===== config.mk =====
export PLATFORM = sky130hd
export DESIGN_NAME = spm_monitor
export DESIGN_NICKNAME = d
export VERILOG_FILES = /design/src/spm_pkg.sv /design/src/spm_conv_timer.sv /design/src/spm_avg.sv /design/src/spm_monitor.sv
export SDC_FILE = /design/constraint.sdc
export NUM_CORES = 2
export LEC_CHECK = 0
export BUFFER_PORTS_ARGS = -buffer_cell sky130_fd_sc_hd__buf_4
export CAP_MARGIN = 0
export CORE_MARGIN = 2
export CORE_UTILIZATION = 44
export CTS_BUF_LIST = sky130_fd_sc_hd__clkbuf_8
export DETAILED_ROUTE_END_ITERATION = 8
export PLACE_DENSITY = 0.65
export SYNTH_ARGS = -nofsm -noshare
export SYNTH_HDL_FRONTEND = slang
export SYNTH_SLANG_ARGS = --single-unit

===== constraint.sdc =====
create_clock -name clk -period 34.7 [get_ports clk]
set_clock_uncertainty 0.1 [all_clocks]
set_input_delay 6.94 -clock clk [delete_from_list [all_inputs] [get_ports clk]]
set_output_delay 6.94 -clock clk [all_outputs]
set_load 0.05 [all_outputs]

===== src/spm_pkg.sv =====
// Package holding register map, field layout, defaults and timing for the monitor.
package spm_pkg;
  localparam int REG_W = 16;
  localparam int ADDR_W = 3;
  // Register indices on the register port.
  localparam logic [2:0] ADDR_SETUP = 3'h0;
  localparam logic [2:0] ADDR_SHUNT = 3'h1;
  localparam logic [2:0] ADDR_RAIL = 3'h2;
  localparam logic [2:0] ADDR_POWER = 3'h3;
  localparam logic [2:0] ADDR_CURRENT = 3'h4;
  localparam logic [2:0] ADDR_SCALE = 3'h5;
  localparam logic [2:0] ADDR_ALERT_SEL = 3'h6;
  localparam logic [2:0] ADDR_THRESH = 3'h7;
  // Default values after power-up.
  localparam logic [15:0] SETUP_RESET = 16'h4127;
  localparam logic [15:0] SCALE_RESET = 16'h0000;
  localparam logic [15:0] ALERT_SEL_RESET = 16'h0000;
  localparam logic [15:0] THRESH_RESET = 16'h0000;
  // Setup field layout: averaging, rail time, shunt time, mode.
  localparam int AVG_LSB = 9;
  localparam int RAIL_CT_LSB = 6;
  localparam int SHUNT_CT_LSB = 3;
  localparam int CT_W = 3;
  localparam int RANGE_BIT = 12;
  localparam int RESET_BIT = 15;
  // Alert select enables, then the two status flags read back.
  localparam int SHUNT_OVER_EN_BIT = 15;
  localparam int SHUNT_UNDER_EN_BIT = 14;
  localparam int RAIL_OVER_EN_BIT = 13;
  localparam int RAIL_UNDER_EN_BIT = 12;
  localparam int POWER_OVER_EN_BIT = 11;
  localparam int READY_EN_BIT = 10;
  localparam int TRIP_FLAG_BIT = 4;
  localparam int READY_FLAG_BIT = 3;
  // Current scaling shift: cal * shunt / 2048.
  localparam int CAL_SHIFT = 11;
  // Power step is 32 current steps; 625 rail counts of 1.6 mV make 1 V.
  localparam int POWER_DIV = 32;
  localparam int RAIL_POWER_DIV = 625;
  // Base conversion tick: 1 us at a 10 MHz clock.
  localparam int CLK_MHZ = 10;
  localparam int TICK_US = 1;
  localparam int TICK_CYC = CLK_MHZ * TICK_US;
  // Conversion times in microseconds for codes 0 to 7.
  localparam logic [13:0] CONV_US_0 = 14'h008c;
  localparam logic [13:0] CONV_US_1 = 14'h00cc;
  localparam logic [13:0] CONV_US_2 = 14'h014c;
  localparam logic [13:0] CONV_US_3 = 14'h024c;
  localparam logic [13:0] CONV_US_4 = 14'h044c;
  localparam logic [13:0] CONV_US_5 = 14'h0844;
  localparam logic [13:0] CONV_US_6 = 14'h103c;
  localparam logic [13:0] CONV_US_7 = 14'h2034;
  localparam logic [15:0] FULL_SCALE_UV_X100 = 16'h2000; // 81.92 mV range.
endpackage


===== src/spm_conv_timer.sv =====
// Conversion timer: counts the selected conversion time in microsecond ticks.
`timescale 1ns/1ns
module spm_conv_timer
  import spm_pkg::*;
(
  input wire logic clk, // System clock.
  input wire logic sys_rst, // Asynchronous reset.
  input wire logic tick, // One-microsecond enable.
  input wire logic start, // Begin a new timed phase.
  input wire logic [2:0] ct_sel, // Conversion time code.
  output logic done // One-cycle pulse at end of phase.
);
  logic [13:0] cnt_reg;
  logic busy_reg;
  logic [13:0] limit;

  // Conversion times 140 us up to 8244 us, coded 0 to 7.
  always_comb begin
    unique case (ct_sel)
      3'h0: limit = CONV_US_0;
      3'h1: limit = CONV_US_1;
      3'h2: limit = CONV_US_2;
      3'h3: limit = CONV_US_3;
      3'h4: limit = CONV_US_4;
      3'h5: limit = CONV_US_5;
      3'h6: limit = CONV_US_6;
      3'h7: limit = CONV_US_7;
    endcase
  end

  // Counter runs only on tick, so a phase lasts the chosen time.
  always_ff @(posedge clk or posedge sys_rst) begin
    if (sys_rst) begin
      cnt_reg <= 14'h0000;
      busy_reg <= 1'b0;
      done <= 1'b0;
    end else begin
      done <= 1'b0;
      if (start) begin
        cnt_reg <= 14'h0000;
        busy_reg <= 1'b1;
      end else if (busy_reg && tick) begin
        if (cnt_reg == limit - 14'd1) begin
          busy_reg <= 1'b0;
          done <= 1'b1;
        end else begin
          cnt_reg <= cnt_reg + 14'd1;
        end
      end
    end
  end
endmodule


===== src/spm_avg.sv =====
// Accumulator that averages a signed sample stream over a power-of-two count.
`timescale 1ns/1ns
module spm_avg
  import spm_pkg::*;
(
  input wire logic clk, // System clock.
  input wire logic sys_rst, // Asynchronous reset.
  input wire logic clear, // Start a new average.
  input wire logic add, // Accumulate sample this cycle.
  input wire logic [15:0] sample, // Signed sample.
  input wire logic [3:0] shift, // log2 of the averaging count.
  output logic [15:0] mean // Signed mean of accumulated samples.
);
  logic signed [25:0] acc_reg;

  // Sign-extended accumulation; ten extra bits cover 1024 samples.
  always_ff @(posedge clk or posedge sys_rst) begin
    if (sys_rst) begin
      acc_reg <= '0;
    end else if (clear) begin
      acc_reg <= '0;
    end else if (add) begin
      acc_reg <= acc_reg + 26'(signed'(sample));
    end
  end

  assign mean = 16'(acc_reg >>> shift);
endmodule


===== src/spm_monitor.sv =====
// Register file, conversion sequencer, result scaling and alert for monitor.
// How it works
// - Powers up on the 81.92 mV range, converting shunt and rail continuously.
// - Calibration left at zero forces current and power results to zero.
// - Shunt, rail results and their limit compares never depend on calibration; the power compare does.
// - Alert-select register chooses which condition may drive the alert.
// - Alert threshold register holds the trip level the host programs.
// - Shunt-over-limit enable compares shunt voltage against the threshold.
// - Shunt limits use the 2.5 uV shunt step.
// - Threshold returns to default on every reset.
// - Shunt 2.5 uV, rail 1.6 mV, current calibrated step, all linear.
// - Power step equals 32 current steps.
// - Shunt and current results are signed two's complement.
// - Alert follows a fault within one to two conversions.
// - Results readable at offsets 1 to 4.
// - Setup selects shunt time, rail time, averaging independently.
`timescale 1ns/1ns
module spm_monitor
  import spm_pkg::*;
(
  input wire logic clk, // System clock, 10 MHz.
  input wire logic sys_rst, // Asynchronous reset, active high.
  input wire logic [2:0] reg_addr, // Register index.
  input wire logic reg_wr, // Write strobe.
  input wire logic reg_rd, // Read strobe.
  input wire logic [15:0] reg_wdata, // Write data.
  output logic [15:0] reg_rdata, // Read data, valid cycle after reg_rd.
  input wire logic [15:0] adc_shunt, // Signed shunt sample, 2.5 uV steps.
  input wire logic [15:0] adc_rail, // Rail sample, 1.6 mV steps.
  output logic alert_n // Alert output, active low.
);
  typedef enum logic [1:0] {
    SPM_IDLE = 2'b00,
    SPM_SHUNT = 2'b01,
    SPM_RAIL = 2'b10,
    SPM_DONE = 2'b11
  } spm_state_t;

  spm_state_t state_reg;
  logic [15:0] setup_control_reg;
  logic [15:0] scale_factor_reg;
  logic [15:0] alert_select_flags_reg;
  logic [15:0] alert_threshold_reg;
  logic [15:0] shunt_reg;
  logic [15:0] rail_reg;
  logic [15:0] current_reg;
  logic [15:0] power_reg;
  logic trip_flag_reg;
  logic ready_flag_reg;
  logic shunt_over_limit_enable;
  logic ready_alert_enable;
  logic [3:0] tick_cnt_reg;
  logic tick_reg;
  logic [10:0] avg_cnt_reg;
  logic start_reg;
  logic timer_done;
  logic [2:0] ct_sel;
  logic [3:0] avg_shift;
  logic [10:0] avg_total;
  logic [15:0] shunt_mean;
  logic [15:0] rail_mean;
  logic signed [31:0] cur_prod;
  logic signed [15:0] cur_val;
  logic signed [31:0] pow_prod;
  logic [15:0] pow_val;
  logic trip;
  logic setup_wr;

  assign setup_wr = reg_wr && (reg_addr == ADDR_SETUP);
  // Named enables keep the alert logic readable against the register map.
  assign shunt_over_limit_enable =
    alert_select_flags_reg[SHUNT_OVER_EN_BIT];
  assign ready_alert_enable = alert_select_flags_reg[READY_EN_BIT];

  // Microsecond tick from the system clock. An enable pulse rather than
  // a divided clock keeps the whole block in one clock domain.
  always_ff @(posedge clk or posedge sys_rst) begin
    if (sys_rst) begin
      tick_cnt_reg <= 4'h0;
      tick_reg <= 1'b0;
    end else begin
      tick_reg <= (tick_cnt_reg == 4'(TICK_CYC - 1));
      if (tick_cnt_reg == 4'(TICK_CYC - 1)) begin
        tick_cnt_reg <= 4'h0;
      end else begin
        tick_cnt_reg <= tick_cnt_reg + 4'h1;
      end
    end
  end

  // Averaging count codes 0..7 map to 1,4,16,64,128,256,512,1024.
  always_comb begin
    unique case (setup_control_reg[AVG_LSB +: CT_W])
      3'h0: avg_shift = 4'd0;
      3'h1: avg_shift = 4'd2;
      3'h2: avg_shift = 4'd4;
      3'h3: avg_shift = 4'd6;
      3'h4: avg_shift = 4'd7;
      3'h5: avg_shift = 4'd8;
      3'h6: avg_shift = 4'd9;
      3'h7: avg_shift = 4'd10;
    endcase
    avg_total = 11'(1) << avg_shift;
  end

  // Each phase uses its own time field, so both are set apart.
  assign ct_sel = (state_reg == SPM_RAIL) ?
    setup_control_reg[RAIL_CT_LSB +: CT_W] :
    setup_control_reg[SHUNT_CT_LSB +: CT_W];

  spm_conv_timer u_timer (
    .clk(clk),
    .sys_rst(sys_rst),
    .tick(tick_reg),
    .start(start_reg),
    .ct_sel(ct_sel),
    .done(timer_done)
  );

  spm_avg u_avg_shunt (
    .clk(clk),
    .sys_rst(sys_rst),
    .clear(state_reg == SPM_IDLE),
    .add(timer_done && state_reg == SPM_SHUNT),
    .sample(adc_shunt),
    .shift(avg_shift),
    .mean(shunt_mean)
  );

  spm_avg u_avg_rail (
    .clk(clk),
    .sys_rst(sys_rst),
    .clear(state_reg == SPM_IDLE),
    .add(timer_done && state_reg == SPM_RAIL),
    .sample(adc_rail),
    .shift(avg_shift),
    .mean(rail_mean)
  );

  // Sequencer: shunt then rail per sample, repeated over the average.
  // It free-runs from reset, so no host setup is needed to convert.
  // A setup write restarts the average so new times take effect cleanly.
  // Samples are taken at the end of each phase, not at its start.
  always_ff @(posedge clk or posedge sys_rst) begin
    if (sys_rst) begin
      state_reg <= SPM_IDLE;
      start_reg <= 1'b0;
      avg_cnt_reg <= 11'h000;
    end else begin
      start_reg <= 1'b0;
      if (setup_wr) begin
        state_reg <= SPM_IDLE;
      end else begin
        unique case (state_reg)
          SPM_IDLE: begin
            avg_cnt_reg <= 11'h000;
            start_reg <= 1'b1;
            state_reg <= SPM_SHUNT;
          end
          SPM_SHUNT: begin
            if (timer_done) begin
              start_reg <= 1'b1;
              state_reg <= SPM_RAIL;
            end
          end
          SPM_RAIL: begin
            if (timer_done) begin
              if (avg_cnt_reg == avg_total - 11'h001) begin
                state_reg <= SPM_DONE;
              end else begin
                avg_cnt_reg <= avg_cnt_reg + 11'h001;
                start_reg <= 1'b1;
                state_reg <= SPM_SHUNT;
              end
            end
          end
          SPM_DONE: begin
            state_reg <= SPM_IDLE;
          end
        endcase
      end
    end
  end

  // Current is shunt times calibration over 2048; zero calibration gives 0.
  // The calibration factor is positive, so current keeps the shunt sign.
  assign cur_prod = 32'(signed'(shunt_mean)) *
    32'(signed'({1'b0, scale_factor_reg[14:0]}));
  assign cur_val = 16'(cur_prod >>> CAL_SHIFT);
  // Power is current times rail scaled so one count is 32 current steps.
  // Current counts times rail counts of 1.6 mV give power in current
  // steps over 625; dividing by 32 more lands on the power step.
  // The magnitude is taken first, so power never reads as negative.
  assign pow_prod = 32'(cur_val) * 32'(signed'({1'b0, rail_mean[14:0]}));
  assign pow_val = 16'((pow_prod < 0 ? -pow_prod : pow_prod) /
    (POWER_DIV * RAIL_POWER_DIV));

  // Result registers load at the end of each averaged conversion.
  // They hold between conversions, so a read never sees a half update.
  always_ff @(posedge clk or posedge sys_rst) begin
    if (sys_rst) begin
      shunt_reg <= 16'h0000;
      rail_reg <= 16'h0000;
      current_reg <= 16'h0000;
      power_reg <= 16'h0000;
    end else if (state_reg == SPM_DONE) begin
      shunt_reg <= shunt_mean;
      rail_reg <= {1'b0, rail_mean[14:0]};
      current_reg <= 16'(cur_val);
      power_reg <= pow_val;
    end
  end

  // Shunt and rail compares use raw results, never the calibration value.
  // The power compare needs calibration, like the power result itself.
  always_comb begin
    trip = 1'b0;
    if (shunt_over_limit_enable &&
        $signed(shunt_mean) > $signed(alert_threshold_reg)) begin
      trip = 1'b1;
    end
    if (alert_select_flags_reg[SHUNT_UNDER_EN_BIT] &&
        $signed(shunt_mean) < $signed(alert_threshold_reg)) begin
      trip = 1'b1;
    end
    if (alert_select_flags_reg[RAIL_OVER_EN_BIT] &&
        rail_mean > alert_threshold_reg) begin
      trip = 1'b1;
    end
    if (alert_select_flags_reg[RAIL_UNDER_EN_BIT] &&
        rail_mean < alert_threshold_reg) begin
      trip = 1'b1;
    end
    if (alert_select_flags_reg[POWER_OVER_EN_BIT] &&
        pow_val > alert_threshold_reg) begin
      trip = 1'b1;
    end
  end

  // Alert evaluated once per completed conversion, so it lands within
  // one to two conversions of a fault. Reading the select register
  // clears the ready flag, but a conversion ending that cycle wins.
  always_ff @(posedge clk or posedge sys_rst) begin
    if (sys_rst) begin
      trip_flag_reg <= 1'b0;
      ready_flag_reg <= 1'b0;
      alert_n <= 1'b1;
    end else begin
      if (state_reg == SPM_DONE) begin
        trip_flag_reg <= trip;
        ready_flag_reg <= 1'b1;
        alert_n <= ~(trip || ready_alert_enable);
      end else if (reg_rd && reg_addr == ADDR_ALERT_SEL) begin
        ready_flag_reg <= 1'b0;
        // The read releases only the ready part of the alert; a tripped
        // limit keeps the pin low until a conversion clears it.
        if (ready_alert_enable) begin
          alert_n <= ~trip_flag_reg;
        end
      end
    end
  end

  // Host-writable registers; reset restores every default.
  always_ff @(posedge clk or posedge sys_rst) begin
    if (sys_rst) begin
      setup_control_reg <= SETUP_RESET;
      scale_factor_reg <= SCALE_RESET;
      alert_select_flags_reg <= ALERT_SEL_RESET;
      alert_threshold_reg <= THRESH_RESET;
    end else if (reg_wr) begin
      unique case (reg_addr)
        ADDR_SETUP: setup_control_reg <= {1'b0, reg_wdata[14:0]};
        ADDR_SCALE: scale_factor_reg <= {1'b0, reg_wdata[14:0]};
        ADDR_ALERT_SEL: begin
          alert_select_flags_reg <= {
            reg_wdata[SHUNT_OVER_EN_BIT:READY_EN_BIT], 10'h000};
        end
        ADDR_THRESH: alert_threshold_reg <= reg_wdata;
        default: ;
      endcase
    end
  end

  // Read mux, registered for a clean one-cycle answer.
  always_ff @(posedge clk or posedge sys_rst) begin
    if (sys_rst) begin
      reg_rdata <= 16'h0000;
    end else if (reg_rd) begin
      unique case (reg_addr)
        ADDR_SETUP: reg_rdata <= setup_control_reg;
        ADDR_SHUNT: reg_rdata <= shunt_reg;
        ADDR_RAIL: reg_rdata <= rail_reg;
        ADDR_POWER: reg_rdata <= power_reg;
        ADDR_CURRENT: reg_rdata <= current_reg;
        ADDR_SCALE: reg_rdata <= scale_factor_reg;
        ADDR_ALERT_SEL: reg_rdata <= {
          alert_select_flags_reg[SHUNT_OVER_EN_BIT:READY_EN_BIT], 5'h00,
          trip_flag_reg, ready_flag_reg, 3'h0};
        ADDR_THRESH: reg_rdata <= alert_threshold_reg;
      endcase
    end
  end
endmodule


==> out/qor.txt <==
# setup viols final = 0
Worst EP arrival = 33.45 ns
Syn nets = 5697
Max Clk Rate = 0.0303 GHz
CTS tree = done
Status = completed
1st-pass router iterations = 6
CP Buf/Inv Count = 29
Syn avg cell area = 8.30 sq um
Slew Viols, Final = 0
Post-synth EDFFs = 0
Antenna Nets Post-Route = 0
Hold WS = 0.366 ns
Area delta synth->final = 12.4%
Routed len/inst = 19.2 microns
Largest net degree at the start of global routing = 92
Vias in the first global route = 35900
Initial Util = 0.446
Critical path data required time = 35.14 ns
Die area = 95600 sq um
Synth Flop Type = dfrtp_1
Worst hold path class = flip-flop to flip-flop
Clock sink total = 221
DR vias = 36200
CP peak stage delay = 0.62 ns
Hpwl dp = 94500 microns
Synth area leaders = fa_1 22%, dfrtp_1 13%, ha_1 8.0%, inv_1 6.4%, nand2_1 5.3%
Fraction of layout cells with a size suffix above 1 = 0.147
Drt drc = 0
Via/cell ratio = 5.70
Core box area = 91900 sq um
Dominant cell type by area after synthesis = fa_1
IO buf count = 71
CP Launch Type = flip-flop
CP top delay family = compound AO/OA/AOI/OAI gates
Clock latency at the later pin of the worst-skew pair = 0.61 ns
Worst slew pin tran = 1.26 ns
Clk root buf = clkbuf_8
Worst path slowest cell = mux4_2
Reg clk slew, reported paths = 0.06 ns
Met2 Track Usage GR = 0.430
Post-synthesis cell type count = 137
Layout Nets = 5840
Synthesis Warnings = 0
Met1 usage = 0.338
Global route overflow = 0
CP Class = flip-flop to flip-flop
GPL Wtd Cong = 0.921
Initial antenna violation count = 1
Post-Place Cell Area = 43500 sq um
Busiest layer in global routing = met2
Slew headroom = 0.157
Final Hold Viols = 0
Async set or reset register ratio after synthesis = 1.00
H-Tree Level Count = 2
Top fanout value on the critical path = 14
Final wirelength = 122000 microns
DRT iter0 DRCs = 2574
Top cell type's share of synthesized area = 0.217
Number of fill cells in the layout = 8797
Crit-path most repeated cell = inv_1
Multi-input combinational cell area = 33100 sq um
Clock Path Buffers = 3
Final Critical Period = 33.02 ns
CTS buffer count = 41
Site Rows = 111
Final Instance Area = 46100 sq um
Die width = 309 microns
All-Layer GR Usage = 0.256
Die height = 309 microns
First-pass GRT wire length = 197000 microns
Sequential area share after synthesis = 0.135
MaxCap Viol Count = 0
CP endpoint kind = flip-flop
Cell Area, Synth = 41000 sq um
M3 GR Usage = 0.0278
Post-Syn Instances = 4936
# IOs = 72
Flop and latch count out of synthesis = 221
Storage cell area = 5540 sq um
Post-layout util = 0.501
Final period utilization = 0.951
==> kinds of logic after synthesis <==
family                   after synthesis  synth area share
AND/OR/NAND/NOR                     1498             0.173
AO/OA/AOI/OAI                       1101             0.188
buffers and inverters                907            0.0850
adder cells (fa/ha/maj)              711             0.298
XOR/XNOR                             274            0.0601
multiplexers                         223            0.0597
flip-flops                           221             0.135
other                                  1         0.0000915
==> cells in the mapped netlist (22+ instances only) <==
library cell	n
o22ai_1	27
mux2_2	80
xnor2_1	193
nand2b_1	31
xor2_1	74
and2_1	163
nand4_1	35
inv_1	696
and3_1	29
o211ai_1	45
dfrtp_1	214
fa_1	445
nor2b_1	47
buf_1	23
o21bai_1	54
a21o_1	54
or3_1	25
mux2i_1	133
a211oi_1	53
nor2_1	350
nor3_1	54
nand3_1	78
a22o_1	58
ha_1	261
a21oi_1	269
clkbuf_1	150
a31oi_1	37
o21ai_1	45
o21ai_0	183
nand2_1	576
o21a_1	22
==> final timing paths <==
check                                            from                      to  slack [ns]  cells past startpoint
setup / recovery                 setup_control_reg[9]                 alert_n        1.68                    144
max in group asynchronous                     sys_rst           reg_rdata[13]       25.97                      4
hold reg to reg            alert_select_flags_reg[10]                 alert_n        0.37                      1
setup reg to reg                 setup_control_reg[9]                 alert_n        1.68                    144
hold / removal             alert_select_flags_reg[10]                 alert_n        0.37                      1
min in group asynchronous                     sys_rst  u_avg_rail.acc_reg[15]        6.34                      2
==> worst register-to-register path: cells and delay by family, from the launching register on <==
family	cells	cell delay, ns
adder cells (fa/ha/maj)	16	7.10
multiplexers	3	1.09
XOR/XNOR	9	1.74
flip-flops	1	0.42
buffers and inverters	29	3.01
AO/OA/AOI/OAI	66	14.10
AND/OR/NAND/NOR	21	5.51
==> per-stage QoR <==
step	TNS, ns	setup WS [ns]	instances
4_1_cts	0	0.0000533	6272
3_5_place_dp	-0.867	-0.497	6201
6_report	0	1.68	6350
5_1_grt	-0.416	-0.291	6350
2_1_floorplan	0	0.0575	4936
3_3_place_gp	-0.368	-0.253	6201
==> layer usage <==
metal | vias up | share of wire
li1 | 16900 | -
met1 | 17900 | 0.43
met2 | 1134 | 0.47
met3 | 280 | 0.054
met4 | 0 | 0.045
met5 | - | 0
==> cells in the final DEF, fill, tap and decap left out, drive strengths merged, types with 65 or more instances in the layout <==
cell / synthesis / final
inv: 699 / 713
nand2: 576 / 576
fa: 445 / 445
nor2: 352 / 352
buf: 52 / 297
a21oi: 281 / 281
ha: 261 / 261
o21ai: 237 / 237
dfrtp: 214 / 214
xnor2: 200 / 200
and2: 164 / 164
mux2i: 134 / 134
mux2: 81 / 81
nand3: 79 / 79
xor2: 74 / 74
a211oi: 65 / 65
==> final cells by class <==
type | count | share of cell area
tap | 1243 | 0.0338
sequential | 221 | 0.120
clock inverter | 21 | 0.00236
antenna | 1 | 0.0000543
timing repair buffer | 301 | 0.0526
inverter | 704 | 0.0575
multi-input combinational | 3810 | 0.719
clock buffer | 49 | 0.0146
==> what timing repair did <==
action | 4_1_cts | 5_1_grt
pin swaps | 2 | 56
hold buffers | 0 | 0
resized for setup | 17 | 200
buffers inserted | 1 | 71
gates cloned | 0 | 6
endpoints found under the setup margin | 2 | 5
endpoints found under the hold margin | 0 | 0
Power is left out: the tool's default activity adds up to more than one toggle a clock period on the data nets, which glitch-free logic cannot reach.
